<file path="src/flag_branch_pkg.sv">
// constants, opcodes and register map for the bit invert and flag branch executor
// Summary of operation
// - top nibble 0111 decodes as bit invert
// - read location, invert one bit, write back
// - select zero: access bank; one: bank register
// - extended set, select zero, f<=95: indexed offset
// - upper byte e4 decodes as branch on overflow
// - overflow one branches; otherwise next instruction
// - upper byte e0 branches when zero is one
// - target is address plus two plus 2n
// - taken branch adds one no-operation cycle
`default_nettype none
package flag_branch_pkg;
    localparam int PC_W   = 21;
    localparam int ADDR_W = 12;

    typedef enum logic [1:0] {
        PH_Q1 = 2'b00,
        PH_Q2 = 2'b01,
        PH_Q3 = 2'b10,
        PH_Q4 = 2'b11
    } phase_t;

    typedef enum logic [2:0] {
        OP_NOP      = 3'b000,
        OP_INVERT   = 3'b001,
        OP_BR_OV    = 3'b010,
        OP_BR_ZERO  = 3'b011,
        OP_SKIP_CLR = 3'b100,
        OP_SKIP_SET = 3'b101
    } op_t;

    localparam logic [3:0] BIT_INVERT_NIB   = 4'h7;
    localparam logic [3:0] SKIP_SET_NIB     = 4'ha;
    localparam logic [3:0] SKIP_CLR_NIB     = 4'hb;
    localparam logic [7:0] BR_OV_BYTE       = 8'he4;
    localparam logic [7:0] BR_ZERO_BYTE     = 8'he0;
    localparam logic [3:0] TWO_WORD_NIB     = 4'hc;
    localparam logic [6:0] TWO_WORD_E_HI    = 7'h76;
    localparam logic [7:0] INDEXED_LIMIT    = 8'h5f;
    localparam logic [7:0] ACCESS_SPLIT     = 8'h60;
    localparam logic [3:0] ACCESS_HIGH_BANK = 4'hf;
    localparam logic [PC_W-1:0] PC_STEP     = 21'h000002;

    localparam logic [11:0] OFS_CTRL   = 12'h000;
    localparam logic [11:0] OFS_BANK   = 12'h004;
    localparam logic [11:0] OFS_STATUS = 12'h008;
    localparam logic [11:0] OFS_PC     = 12'h00c;
    localparam logic [11:0] OFS_INDEX  = 12'h010;
    localparam logic [11:0] OFS_CYCLES = 12'h014;

    localparam int CTRL_RUN_BIT = 0;
    localparam int CTRL_EXT_BIT = 1;

    localparam logic [1:0]      CTRL_RESET  = 2'h0;
    localparam logic [3:0]      BANK_RESET  = 4'h0;
    localparam logic [ADDR_W-1:0] INDEX_RESET = 12'h000;
    localparam logic [PC_W-1:0] PC_RESET    = 21'h000000;
endpackage : flag_branch_pkg
`default_nettype wire

</file>
<file path="src/data_addr_former.sv">
// data memory address former for byte and bit oriented operands
`default_nettype none
module data_addr_former
(
    input  wire logic [7:0]                         fileAddr,
    input  wire logic                               accessSel,
    input  wire logic                               extEnable,
    input  wire logic [3:0]                         bankSelect,
    input  wire logic [flag_branch_pkg::ADDR_W-1:0] indexBase,
    output logic      [flag_branch_pkg::ADDR_W-1:0] dataAddr,
    output logic                                    indexed
);
    import flag_branch_pkg::*;

    always_comb begin
        indexed = !accessSel && extEnable && (fileAddr <= INDEXED_LIMIT);
        if (indexed) begin
            dataAddr = indexBase + {4'h0, fileAddr};
        end else if (accessSel) begin
            dataAddr = {bankSelect, fileAddr};
        end else if (fileAddr < ACCESS_SPLIT) begin
            dataAddr = {4'h0, fileAddr};
        end else begin
            dataAddr = {ACCESS_HIGH_BANK, fileAddr};
        end
    end
endmodule : data_addr_former
`default_nettype wire

</file>
<file path="src/flag_branch_exec.sv">
// instruction executor: bit invert, flag branches and skip flushing
//
// The implementer's own choices: the placing of the registers and the APB register port.
`default_nettype none
module flag_branch_exec
(
    input  wire logic                           clk,
    input  wire logic                           rstn,
    input  wire logic                           psel,
    input  wire logic                           penable,
    input  wire logic                           pwrite,
    input  wire logic [11:0]                    paddr,
    input  wire logic [31:0]                    pwdata,
    output logic      [31:0]                    prdata,
    output logic                                pready,
    output logic                                pslverr,
    input  wire logic [15:0]                    instr,
    output logic      [flag_branch_pkg::PC_W-1:0]   progAddr,
    input  wire logic                           flagOv,
    input  wire logic                           flagZero,
    output logic      [flag_branch_pkg::ADDR_W-1:0] memAddr,
    output logic                                memRd,
    output logic                                memWr,
    output logic      [7:0]                     memWdata,
    input  wire logic [7:0]                     memRdata
);
    import flag_branch_pkg::*;

    // register file
    logic [1:0]        ctrl;
    logic [3:0]        bank_select_register;
    logic [ADDR_W-1:0] indexBase;
    logic [31:0]       cycles;
    logic [1:0]        next_ctrl;
    logic [3:0]        next_bank;
    logic [ADDR_W-1:0] next_indexBase;
    logic [31:0]       next_cycles;
    logic [31:0]       next_prdata;
    logic              next_pslverr;
    logic              wrEn;

    // execution state
    phase_t            phase;
    op_t               curOp;
    logic [15:0]       curInstr;
    logic [PC_W-1:0]   pc;
    logic [PC_W-1:0]   instrAddr;
    logic [7:0]        readData;
    logic              taken;
    logic              flushNop;
    logic              skipPending;
    logic              extraNop;
    logic              lastTaken;
    phase_t            next_phase;
    op_t               next_curOp;
    logic [15:0]       next_curInstr;
    logic [PC_W-1:0]   next_pc;
    logic [PC_W-1:0]   next_instrAddr;
    logic [7:0]        next_readData;
    logic              next_taken;
    logic              next_flushNop;
    logic              next_skipPending;
    logic              next_extraNop;
    logic              next_lastTaken;
    logic [ADDR_W-1:0] next_memAddr;
    logic              next_memRd;
    logic              next_memWr;
    logic [7:0]        next_memWdata;

    logic [ADDR_W-1:0] formedAddr;
    logic              formedIndexed;
    logic              running;
    logic [7:0]        bitMask;
    logic              bitValue;
    logic              twoWord;
    logic [PC_W-1:0]   branchTarget;
    op_t               decoded;

    assign running  = ctrl[CTRL_RUN_BIT];
    assign progAddr = pc;
    assign pready   = 1'b1;
    assign bitMask  = 8'h01 << curInstr[11:9];
    assign bitValue = |(readData & bitMask);
    assign twoWord  = (instr[15:12] == TWO_WORD_NIB) || (instr[15:9] == TWO_WORD_E_HI)
                   || (instr[15:8] == 8'hee) || (instr[15:8] == 8'hef);
    assign branchTarget = instrAddr + PC_STEP
                        + {{(PC_W-9){curInstr[7]}}, curInstr[7:0], 1'b0};

    data_addr_former u_addr (
        .fileAddr   (curInstr[7:0]),
        .accessSel  (curInstr[8]),
        .extEnable  (ctrl[CTRL_EXT_BIT]),
        .bankSelect (bank_select_register),
        .indexBase  (indexBase),
        .dataAddr   (formedAddr),
        .indexed    (formedIndexed)
    );

    // opcode decode
    always_comb begin
        if (instr[15:12] == BIT_INVERT_NIB) begin
            decoded = OP_INVERT;
        end else if (instr[15:8] == BR_OV_BYTE) begin
            decoded = OP_BR_OV;
        end else if (instr[15:8] == BR_ZERO_BYTE) begin
            decoded = OP_BR_ZERO;
        end else if (instr[15:12] == SKIP_CLR_NIB) begin
            decoded = OP_SKIP_CLR;
        end else if (instr[15:12] == SKIP_SET_NIB) begin
            decoded = OP_SKIP_SET;
        end else begin
            decoded = OP_NOP;
        end
    end

    // apb slave
    always_comb begin
        wrEn           = psel && penable && pwrite;
        next_ctrl      = ctrl;
        next_bank      = bank_select_register;
        next_indexBase = indexBase;
        next_cycles    = (running && phase == PH_Q4) ? cycles + 32'h1 : cycles;
        next_prdata    = prdata;
        next_pslverr   = pslverr;
        if (psel && !penable) begin
            next_prdata = 32'h0;
            if (paddr == OFS_CTRL) begin
                next_prdata = {30'h0, ctrl};
            end else if (paddr == OFS_BANK) begin
                next_prdata = {28'h0, bank_select_register};
            end else if (paddr == OFS_STATUS) begin
                next_prdata = {24'h0, curOp, phase, lastTaken, skipPending, flushNop};
            end else if (paddr == OFS_PC) begin
                next_prdata = {11'h0, pc};
            end else if (paddr == OFS_INDEX) begin
                next_prdata = {20'h0, indexBase};
            end else if (paddr == OFS_CYCLES) begin
                next_prdata = cycles;
            end
        end
        if (psel && !penable) begin
            next_pslverr = !(paddr == OFS_CTRL || paddr == OFS_BANK || paddr == OFS_STATUS
                          || paddr == OFS_PC || paddr == OFS_INDEX || paddr == OFS_CYCLES);
        end
        if (wrEn && paddr == OFS_CTRL) begin
            next_ctrl = pwdata[1:0];
        end else if (wrEn && paddr == OFS_BANK) begin
            next_bank = pwdata[3:0];
        end else if (wrEn && paddr == OFS_INDEX) begin
            next_indexBase = pwdata[ADDR_W-1:0];
        end
    end

    // four phase execution
    always_comb begin
        next_phase       = phase;
        next_curOp       = curOp;
        next_curInstr    = curInstr;
        next_pc          = pc;
        next_instrAddr   = instrAddr;
        next_readData    = readData;
        next_taken       = taken;
        next_flushNop    = flushNop;
        next_skipPending = skipPending;
        next_extraNop    = extraNop;
        next_lastTaken   = lastTaken;
        next_memAddr     = memAddr;
        next_memRd       = 1'b0;
        next_memWr       = 1'b0;
        next_memWdata    = memWdata;
        if (running) begin
            case (phase)
                PH_Q1: begin
                    next_phase = PH_Q2;
                    next_taken = 1'b0;
                    if (flushNop) begin
                        next_curOp    = OP_NOP;
                        next_flushNop = 1'b0;
                    end else if (skipPending) begin
                        next_curOp       = OP_NOP;
                        next_pc          = pc + PC_STEP;
                        next_skipPending = 1'b0;
                        next_extraNop    = twoWord;
                    end else if (extraNop) begin
                        next_curOp    = OP_NOP;
                        next_pc       = pc + PC_STEP;
                        next_extraNop = 1'b0;
                    end else begin
                        next_curOp     = decoded;
                        next_curInstr  = instr;
                        next_instrAddr = pc;
                        next_pc        = pc + PC_STEP;
                    end
                end
                PH_Q2: begin
                    next_phase = PH_Q3;
                    next_memAddr = formedAddr;
                    next_memRd   = (curOp == OP_INVERT) || (curOp == OP_SKIP_CLR)
                                || (curOp == OP_SKIP_SET);
                end
                PH_Q3: begin
                    next_phase    = PH_Q4;
                    next_readData = memRdata;
                    case (curOp)
                        OP_BR_OV:   next_taken = flagOv;
                        OP_BR_ZERO: next_taken = flagZero;
                        OP_INVERT: begin
                            next_memWdata = memRdata ^ bitMask;
                            next_memWr    = 1'b1;
                        end
                        default:    next_taken = 1'b0;
                    endcase
                end
                default: begin
                    next_phase = PH_Q1;
                    if (curOp == OP_BR_OV || curOp == OP_BR_ZERO) begin
                        next_lastTaken = taken;
                        if (taken) begin
                            next_pc       = branchTarget;
                            next_flushNop = 1'b1;
                        end
                    end else if (curOp == OP_SKIP_CLR) begin
                        next_skipPending = !bitValue;
                    end else if (curOp == OP_SKIP_SET) begin
                        next_skipPending = bitValue;
                    end
                end
            endcase
        end
    end

    always_ff @(posedge clk or negedge rstn) begin
        if (!rstn) begin
            ctrl                 <= CTRL_RESET;
            bank_select_register <= BANK_RESET;
            indexBase            <= INDEX_RESET;
            cycles               <= 32'h0;
            prdata               <= 32'h0;
            pslverr              <= 1'b0;
            phase                <= PH_Q1;
            curOp                <= OP_NOP;
            curInstr             <= 16'h0;
            pc                   <= PC_RESET;
            instrAddr            <= PC_RESET;
            readData             <= 8'h0;
            taken                <= 1'b0;
            flushNop             <= 1'b0;
            skipPending          <= 1'b0;
            extraNop             <= 1'b0;
            lastTaken            <= 1'b0;
            memAddr              <= '0;
            memRd                <= 1'b0;
            memWr                <= 1'b0;
            memWdata             <= 8'h0;
        end else begin
            ctrl                 <= next_ctrl;
            bank_select_register <= next_bank;
            indexBase            <= next_indexBase;
            cycles               <= next_cycles;
            prdata               <= next_prdata;
            pslverr              <= next_pslverr;
            phase                <= next_phase;
            curOp                <= next_curOp;
            curInstr             <= next_curInstr;
            pc                   <= next_pc;
            instrAddr            <= next_instrAddr;
            readData             <= next_readData;
            taken                <= next_taken;
            flushNop             <= next_flushNop;
            skipPending          <= next_skipPending;
            extraNop             <= next_extraNop;
            lastTaken            <= next_lastTaken;
            memAddr              <= next_memAddr;
            memRd                <= next_memRd;
            memWr                <= next_memWr;
            memWdata             <= next_memWdata;
        end
    end
endmodule : flag_branch_exec
`default_nettype wire

</file>
<file path="config.mk">
export PLATFORM = sky130hd
export DESIGN_NAME = flag_branch_exec
export DESIGN_NICKNAME = d
export VERILOG_FILES = /design/src/flag_branch_pkg.sv /design/src/data_addr_former.sv /design/src/flag_branch_exec.sv
export SDC_FILE = /design/constraint.sdc
export NUM_CORES = 1
export LEC_CHECK = 0
export BUFFER_PORTS_ARGS = -buffer_cell sky130_fd_sc_hd__buf_2
export CAP_MARGIN = 20
export CORE_MARGIN = 1.5
export CORE_UTILIZATION = 30
export DETAILED_ROUTE_END_ITERATION = 7
export PLACE_DENSITY = 0.48
export SLEW_MARGIN = 20
export SYNTH_ARGS = -nofsm -noshare
export SYNTH_HDL_FRONTEND = slang
export SYNTH_SLANG_ARGS = --single-unit
export TNS_END_PERCENT = 50
</file>
<file path="constraint.sdc">
create_clock -name clk -period 3.5 [get_ports clk]
set_input_delay 0.35 -clock clk [delete_from_list [all_inputs] [get_ports clk]]
set_output_delay 0.35 -clock clk [all_outputs]
set_load 0.03 [all_outputs]
</file>
==> flow_summary.toml, run 1 <==
[min_path]
hold_start = "instr[14]"
hp-class = "in2reg"
hold_depth = 2

[worst_setup_path]
crit_path_top_delay_cell = "dfrtp_1"
path_class = "reg2reg"
rr_worst_depth = 11
crit_cells = 11
worstPathMaxFanout = 5
path_cells = "ha_1 > ha_1 > inv_1 > fa_1 > nand2b_1 > a21oi_1 > nor2b_1 > o21ai_1 > a21bo_2 > mux2_2 > a21oi_1"
crit_required_ps = 3870
critPathMaxStageDelay_ps = 470
startpoint = "curInstr[1]"
critPathLaunchType = "register"
crit_buf_inv = 1
worstReg2RegStart = "curInstr[1]"
critPathTopFamily = "adder cells"
critical_path_arrival_ps = 3280
end_kind = "register"

[floorplan]
die_y_um = 184
io_pins = 152
core_um2 = 32500
dieArea_um2 = 34000
num_rows = 66
start_util_pct = 30.4
die_w_um = 184

[routing]
drc = 0
vias = 7804
wire_per_inst_um = 17.2
drtIter0Drc = 509
firstDrtPassIters = 5
viasPerCell = 4.96
wl_um = 27000
ant_nets = 0

[synth]
synth_nets = 1123
synthFlopType = "dfrtp_1"
ys_warn_count = 0
synth_mux_area_share_pct = 8.64
syn_inst = 995
syn_area_um2 = 9880
synth_compound_area_share_pct = 15.8
synth-simple-area-share_pct = 15.5
synth_edf_count = 0
yosys.area_share.xor_xnor_pct = 5.57
synth_top_family_by_area = "compound AO/OA/AOI/OAI gates"
synth.distinct_cells = 68
ys_async_sr_fraction_pct = 100
avgSynthCellArea_um2 = 9.93
ys_ff_latch = 177
synthAdderAreaFrac_pct = 6.86
ys_seq_area_share_pct = 44.8

[sta]
tightest_slew_ps = 635
slew_headroom_pct = 57.5
tns_ps = 0
fmax_mhz = 344
whs_ps = 129
maxSlewViolCount = 0
rsz0062_at_grt = "false"
fin_crit_sh_pct = 83.1
final-hold-violation-count = 0
finalSetupViolations = 0
fin_crit_ps = 2910
clock_skew_ps = 15.7

[clock_tree]
cts.path.max_buffers = 2
hold_buffers = 1
insertion_delay_ps = 440
post_cts_resized = 0
numCtsBuffers = 17
clkSinkCount = 177
root_buffer = "clkbuf_16"
post_cts_buffers = 0
cts_tree = "built"
h-tree-depth = 4
cts.clk_slew.worst_paths_ps = 70

[placed_design]
port-buffer-count = 130
place_congestion = 0.841
place_inst = 1542
dpl.hpwl_um = 20200

[global_route]
grt_pass1_wl_um = 42900
grt_max_degree = 61
grt_pass1_vias = 7660
gr-total-overflow = 0
grtUsageTotal_pct = 16.5
antenna_found_initial = 1

[cells_and_area]
syn2layout_area_growth_pct = 17.6
n_fill_cell = 3374
drive_gt1_share_pct = 22.8
final_common_cell = "dfrtp_1"
insertedDiodeCount = 0
fin_cells = 1574
most-common-layout-cells = "dfrtp_1, buf_2, nand2_1"
fin_nets = 1248

[power_and_ir_drop]
p_total_mw = 4.23
ir_worst_vdd_mv = 0.332
p_leak_nw = 5.49
power_density_nw_per_um2 = 364

[flow_run]
drv_cap = 0

[outcome]
outcome = "completed"
layer usage:
metal	vias to the layer above	global-route usage, %	part of all wire [%]
met5	-	0	0
met4	0	5.05	1.4
met3	23	2.87	3.4
met2	136	26.4	47
met1	3815	22.5	48
li1	3830	-	-
state kept, by name (all words and copies together) (netlist names), 2 cells and up:
name,cells
cycles,32
indexBase,12
memWdata,8
curOp,3
memAddr,12
phase,2
instrAddr,21
readData,8
curInstr,12
bank_select_register,4
progAddr,21
prdata,32
ctrl,2
Yosys cell counts, drive strengths merged (14+ instances only):
master	number	share of area, %
buf	19	1.0
nor3	14	0.81
a21oi	68	3.4
ha	51	6.5
xnor2	44	4.0
mux2	62	7.1
xor2	18	1.6
a21o	15	1.1
nor2	54	2.2
o21ai	93	4.7
and3	16	1.0
nand2	120	4.6
clkbuf	22	0.84
inv	23	0.87
dfrtp	177	45
nand3	39	2.2
cell families after synthesis:
family | count (synthesis)
AO/OA/AOI/OAI | 258
XOR/XNOR | 62
adder cells (fa/ha/maj) | 53
buffers and inverters | 64
flip-flops | 177
multiplexers | 75
other | 1
AND/OR/NAND/NOR | 305
cell type report:
class	count	area [um2]	area share (%)
clock inverters	10	104	0.894
flip-flops and latches	177	4430	38.1
clock buffers	21	460	3.96
repair buffers	147	800	6.88
well taps	442	553	4.76
inverters	23	86.3	0.743
multi-input cells	754	5190	44.6
final timing paths:
| path | endpoint | slack (ps) |
|---|---|---|
| setup / recovery | progAddr[16] | 590 |
| hold / removal | curOp[2] | 130 |
| setup reg to reg | progAddr[16] | 590 |
| hold reg to reg | prdata[5] | 470 |
| max in group asynchronous | progAddr[8] | 2130 |
| min in group asynchronous | memWdata[5] | 440 |
power breakdown:
part           switching, mW  internal (mW)
combinational          0.163         0.0999
clock                  0.854           1.02
sequential            0.0277           2.06
total                   1.04           3.18
metrics by stage:
step	util [%]	setup slack, ps	area [um2]
2_1_floorplan	-	900	9880
3_3_place_gp	34.0	586	11000
3_5_place_dp	34.0	586	11000
4_1_cts	35.8	561	11600
5_1_grt	35.8	303	11600
6_report	35.8	593	11600
Power figures use the tool's default switching activity.
==> run 2, diff against run 1 <==
==> constraint.sdc (replaced) <==
create_clock -name clk -period 2.7 [get_ports clk]
set_input_delay 0.27 -clock clk [delete_from_list [all_inputs] [get_ports clk]]
set_output_delay 0.27 -clock clk [all_outputs]
set_load 0.03 [all_outputs]
==> run 2 against run 1 <==
Clock power grew 39%. Sequential power grew 29%. Global-route usage is essentially flat. Clock skew shrank 3.3 ps. Flip-flop and latch count is the same. Critical path depth shrank 1. Highest routed layer unchanged.
==> flow_summary.toml, run 2 (synthesized netlist as in run 1, its figures left out) <==
[worst_setup_path]
end_kind = "register"
worstPathMaxFanout = 3
r2r-end = "memAddr[8]"
crit_required_ps = 3010
regToRegSetupSlack_ps = 100
path_class = "reg2reg"
worstReg2RegStart = "curInstr[0]"
critical_path_arrival_ps = 2910
critPathLaunchType = "register"
rr_worst_depth = 10

[clock_tree]
cts_tree = "built"
numCtsBuffers = 17
clkSinkCount = 177
h-tree-depth = 4
insertion_delay_ps = 440
cts.clk_slew.worst_paths_ps = 70
cts.path.max_buffers = 2
root_buffer = "clkbuf_16"

[global_route]
antenna_found_initial = 0
grt_pass1_vias = 7738
grt_max_degree = 57
gr-total-overflow = 0
grt_pass1_wl_um = 43200
grtUsageTotal_pct = 16.5

[min_path]
hp-class = "in2reg"
hold_start = "pwdata[7]"
hold_depth = 2
min_to = "indexBase[7]"

[placed_design]
place_inst = 1570
dp_slack_ps = 6.87
postPlaceCellArea_um2 = 11300
place_congestion = 0.864
dpl.hpwl_um = 20600
port-buffer-count = 130

[cells_and_area]
stdcell_area_um2 = 11900
n_fill_cell = 3319
reg_top3 = "cycles: 32 flops, prdata: 32 flops"
final_util_pct = 36.8
syn2layout_area_growth_pct = 20.9
fin_cells = 1603
most-common-layout-cells = "dfrtp_1, buf_2, nand2_1"
insertedDiodeCount = 0
final_common_cell = "dfrtp_1"
drive_gt1_share_pct = 25.8
fin_nets = 1277

[power_and_ir_drop]
p_leak_nw = 5.68
p_total_mw = 5.69
power_density_nw_per_um2 = 477
ir_worst_vdd_mv = 0.449

[sta]
fin_crit_sh_pct = 96.3
tns_ps = 0
slew_headroom_pct = 57.2
maxSlewViolCount = 0
tightest_slew_ps = 641
fin_crit_ps = 2600
setup_ws_ps = 99.8
clock_skew_ps = 12.4
fmax_mhz = 385
finalSetupViolations = 0
whs_ps = 68.4
final-hold-violation-count = 0

[floorplan]
dieArea_um2 = 34000
die_y_um = 184
num_rows = 66
core_um2 = 32500
die_w_um = 184
io_pins = 152
start_util_pct = 30.4

[routing]
wl_um = 27100
ant_nets = 0
viasPerCell = 4.97
drc = 0
vias = 7961
drtIter0Drc = 443
wire_per_inst_um = 16.9
firstDrtPassIters = 6

[outcome]
outcome = "completed"

[flow_run]
drv_cap = 0
## run 2: worst max path at each step
stage                     start           end  slack, ps
floorplan           curInstr[1]  progAddr[16]        100
global placement    curInstr[0]    memAddr[8]         30
detailed placement  curInstr[0]    memAddr[8]          7
CTS                 curInstr[1]  progAddr[16]         10
global route        curInstr[7]  progAddr[20]        -20
finish              curInstr[0]    memAddr[8]        100
## run 2: final cells by class
class	instances	area, um2	share of cell area (%)
clock buffers	22	484	4.05
clock inverters	9	129	1.08
inverters	23	86.3	0.723
multi-input cells	754	5230	43.8
flip-flops and latches	177	4430	37.1
well taps	442	553	4.63
repair buffers	176	1030	8.62
## run 2: routing by layer
metal  wire length, um  vias to the layer above  share of wire [%]  track usage (%)
met5                 0                        -                  0                0
met4               391                        0                1.4             4.75
met3              1230                       29                4.5             2.96
met2             12700                      154                 47             26.6
met1             12800                     3876                 47             22.5
li1                  -                     3902                  -                -
## run 2: timing repair
action / in CTS / in global routing
buffers inserted: 0 / 1
pin swaps: 0 / 3
hold endpoints to repair: 52 / 0
resized for setup: 1 / 10
endpoints found under the setup margin: 1 / 9
hold buffers: 1 / 0
## run 2: power by group
group / switching [mW] / total (mW) / internal [mW]
Combinational: 0.226 / 0.375 / 0.149
Clock: 1.07 / 2.62 / 1.55
Sequential: 0.0274 / 2.70 / 2.67
Total: 1.32 / 5.69 / 4.37
## run 2: worst max-delay path, stage by stage (launching register included)
cell,delay [ps]
dfrtp_1,380
buf_4,150
ha_1,220
fa_1,430
a21oi_2,200
o2111ai_1,200
a21o_1,240
a21oi_2,180
xnor2_1,80
a221oi_1,320
nor2_1,80
==> run 3, diff against run 2 <==
--- a/config.mk
+++ b/config.mk
@@ -5,12 +5,11 @@
 export SDC_FILE = /design/constraint.sdc
 export NUM_CORES = 1
 export LEC_CHECK = 0
-export BUFFER_PORTS_ARGS = -buffer_cell sky130_fd_sc_hd__buf_2
 export CAP_MARGIN = 20
 export CORE_MARGIN = 1.5
 export CORE_UTILIZATION = 30
 export DETAILED_ROUTE_END_ITERATION = 7
-export PLACE_DENSITY = 0.48
+export DONT_BUFFER_PORTS = 1
 export SLEW_MARGIN = 20
 export SYNTH_ARGS = -nofsm -noshare
 export SYNTH_HDL_FRONTEND = slang
==> run 3 against run 2 <==
The run now ends with hold timing left. Cell count decreased by 5.6%. Clock power down 8.0%. Die area unchanged. Combinational power decreased by 24%. Power shrank 5.0%. Count of clock-buffer cells in the layout is 1 lower. First-iteration DRC count is 1.6% lower. Worst hold slack lost 530 ps. Worst setup slack gained 38 ps. Wire length is 3.4% lower. Via count down 2.9%. Register-to-register slack better by 40 ps.
==> flow_summary.toml, run 3 (synthesized netlist as in run 1, its figures left out) <==
[routing]
drtIter0Drc = 436
firstDrtPassIters = 6
wire_per_inst_um = 17.3
wl_um = 26200
ant_nets = 0
viasPerCell = 5.11
drc = 0
vias = 7731

[placed_design]
postPlaceCellArea_um2 = 10600
dpl.hpwl_um = 19500
port-buffer-count = 0
place_congestion = 0.859
place_inst = 1445
dp_slack_ps = 6.34

[global_route]
grt_pass1_vias = 7662
antenna_found_initial = 0
grt_pass1_wl_um = 42100
grt_max_degree = 178
gr-total-overflow = 0
grtUsageTotal_pct = 15.9

[clock_tree]
clkSinkCount = 177
cts.path.max_buffers = 2
h-tree-depth = 4
cts_tree = "built"
numCtsBuffers = 17
insertion_delay_ps = 430
hold_buffers = 34
cts.clk_slew.worst_paths_ps = 70
root_buffer = "clkbuf_16"

[floorplan]
die_w_um = 184
start_util_pct = 30.4
die_y_um = 184
dieArea_um2 = 34000
num_rows = 66
core_um2 = 32500
io_pins = 152

[sta]
clock_skew_ps = 8.26
rsz0062_at_grt = "false"
setup_ws_ps = 137
fin_crit_sh_pct = 94.9
maxSlewViolCount = 0
tightest_slew_ps = 575
tns_ps = 0
finalSetupViolations = 0
slew_headroom_pct = 61.5
fin_crit_ps = 2560
fmax_mhz = 390
final-hold-violation-count = 177
whs_ps = -463

[worst_setup_path]
critPathLaunchType = "register"
critical_path_arrival_ps = 2920
crit_path_top_delay_cell = "dfrtp_1"
path_class = "reg2reg"
worstPathMaxFanout = 3
path_cells = "ha_4 > ha_2 > inv_1 > fa_2 > nand2b_4 > a21oi_4 > nor2b_1 > o21ai_1 > a21bo_2 > mux2_2 > a21oi_2"
end_kind = "register"
crit_required_ps = 3060
critPathMaxStageDelay_ps = 410

[cells_and_area]
insertedDiodeCount = 0
stdcell_area_um2 = 11600
reg_top3 = "cycles: 32 flops, prdata: 32 flops"
syn2layout_area_growth_pct = 17.9
most-common-layout-cells = "dfrtp_1, nand2_1, o21ai_0"
final_util_pct = 35.9
fin_cells = 1513
drive_gt1_share_pct = 17.0
final_common_cell = "dfrtp_1"
fin_nets = 1186

[flow_run]
drv_cap = 0

[power_and_ir_drop]
ir_worst_vdd_mv = 0.378
power_density_nw_per_um2 = 464
p_leak_nw = 5.19
p_total_mw = 5.41

[min_path]
hp-class = "in2async"

[outcome]
violations = "hold timing"
outcome = "finished with violations"
## run 3: cell types whose count changed in the layout (fill, tap and decap cells not counted), moves of 3 or more
| cell | before | now |
|---|---|---|
| ha_1 | 50 | 47 |
| buf_4 | 43 | 51 |
| clkinvlp_4 | 2 | 7 |
| buf_2 | 129 | 0 |
| dlygate4sd3_1 | 1 | 34 |
## run 3: final cells by class
| class | instances | area [um2] |
|---|---|---|
| Clock buffer | 21 | 470 |
| Sequential cell | 177 | 4430 |
| Tap cell | 442 | 553 |
| Inverter | 23 | 86.3 |
| Multi-Input combinational cell | 754 | 5280 |
| Clock inverter | 11 | 105 |
| Fill cell | 3254 | 20800 |
| Timing Repair Buffer | 85 | 723 |
## run 3: per-layer routing
layer,GRT usage (%),vias up,share of wire (%)
met5,0,-,0
met4,5.15,0,1.7
met3,4.37,29,6.3
met2,26.5,181,48
met1,19.9,3812,44
li1,-,3709,-
## run 3: final timing paths
kind | endpoint | slack, ps | cells after the start | from
max in group asynchronous | prdata[24] | 2860 | 0 | rstn
min in group clk | memWdata[0] | 30 | 2 | memRdata[0]
worst max register to register | progAddr[16] | 140 | 11 | instrAddr[2]
worst min-delay path | readData[4] | -460 | 0 | rstn
worst max-delay path | progAddr[16] | 140 | 11 | instrAddr[2]
worst min register to register | progAddr[0] | 470 | 2 | instrAddr[0]
## run 3: timing repair
action / in CTS / in global routing
endpoints found under the setup margin: 1 / 13
pin swaps: 0 / 3
endpoints found under the hold margin: 216 / 177
setup buffers: 0 / 2
gates resized for setup: 1 / 18
## run 3: critical path: cells and delay by family (launching register included)
kind	cells	cell delay, ps
muxes	1	350
AOI/OAI and AO/OA	4	670
and+or+nand+nor	2	240
adders and majority gates	3	770
buffers and inverters	1	50
DFF	1	410
## run 3: report_power, final
group / leakage (nW) / switching (mW) / internal, mW
Clock: 0.260 / 1.07 / 1.35
Sequential: 2.35 / 0.0343 / 2.67
Combinational: 2.58 / 0.142 / 0.143
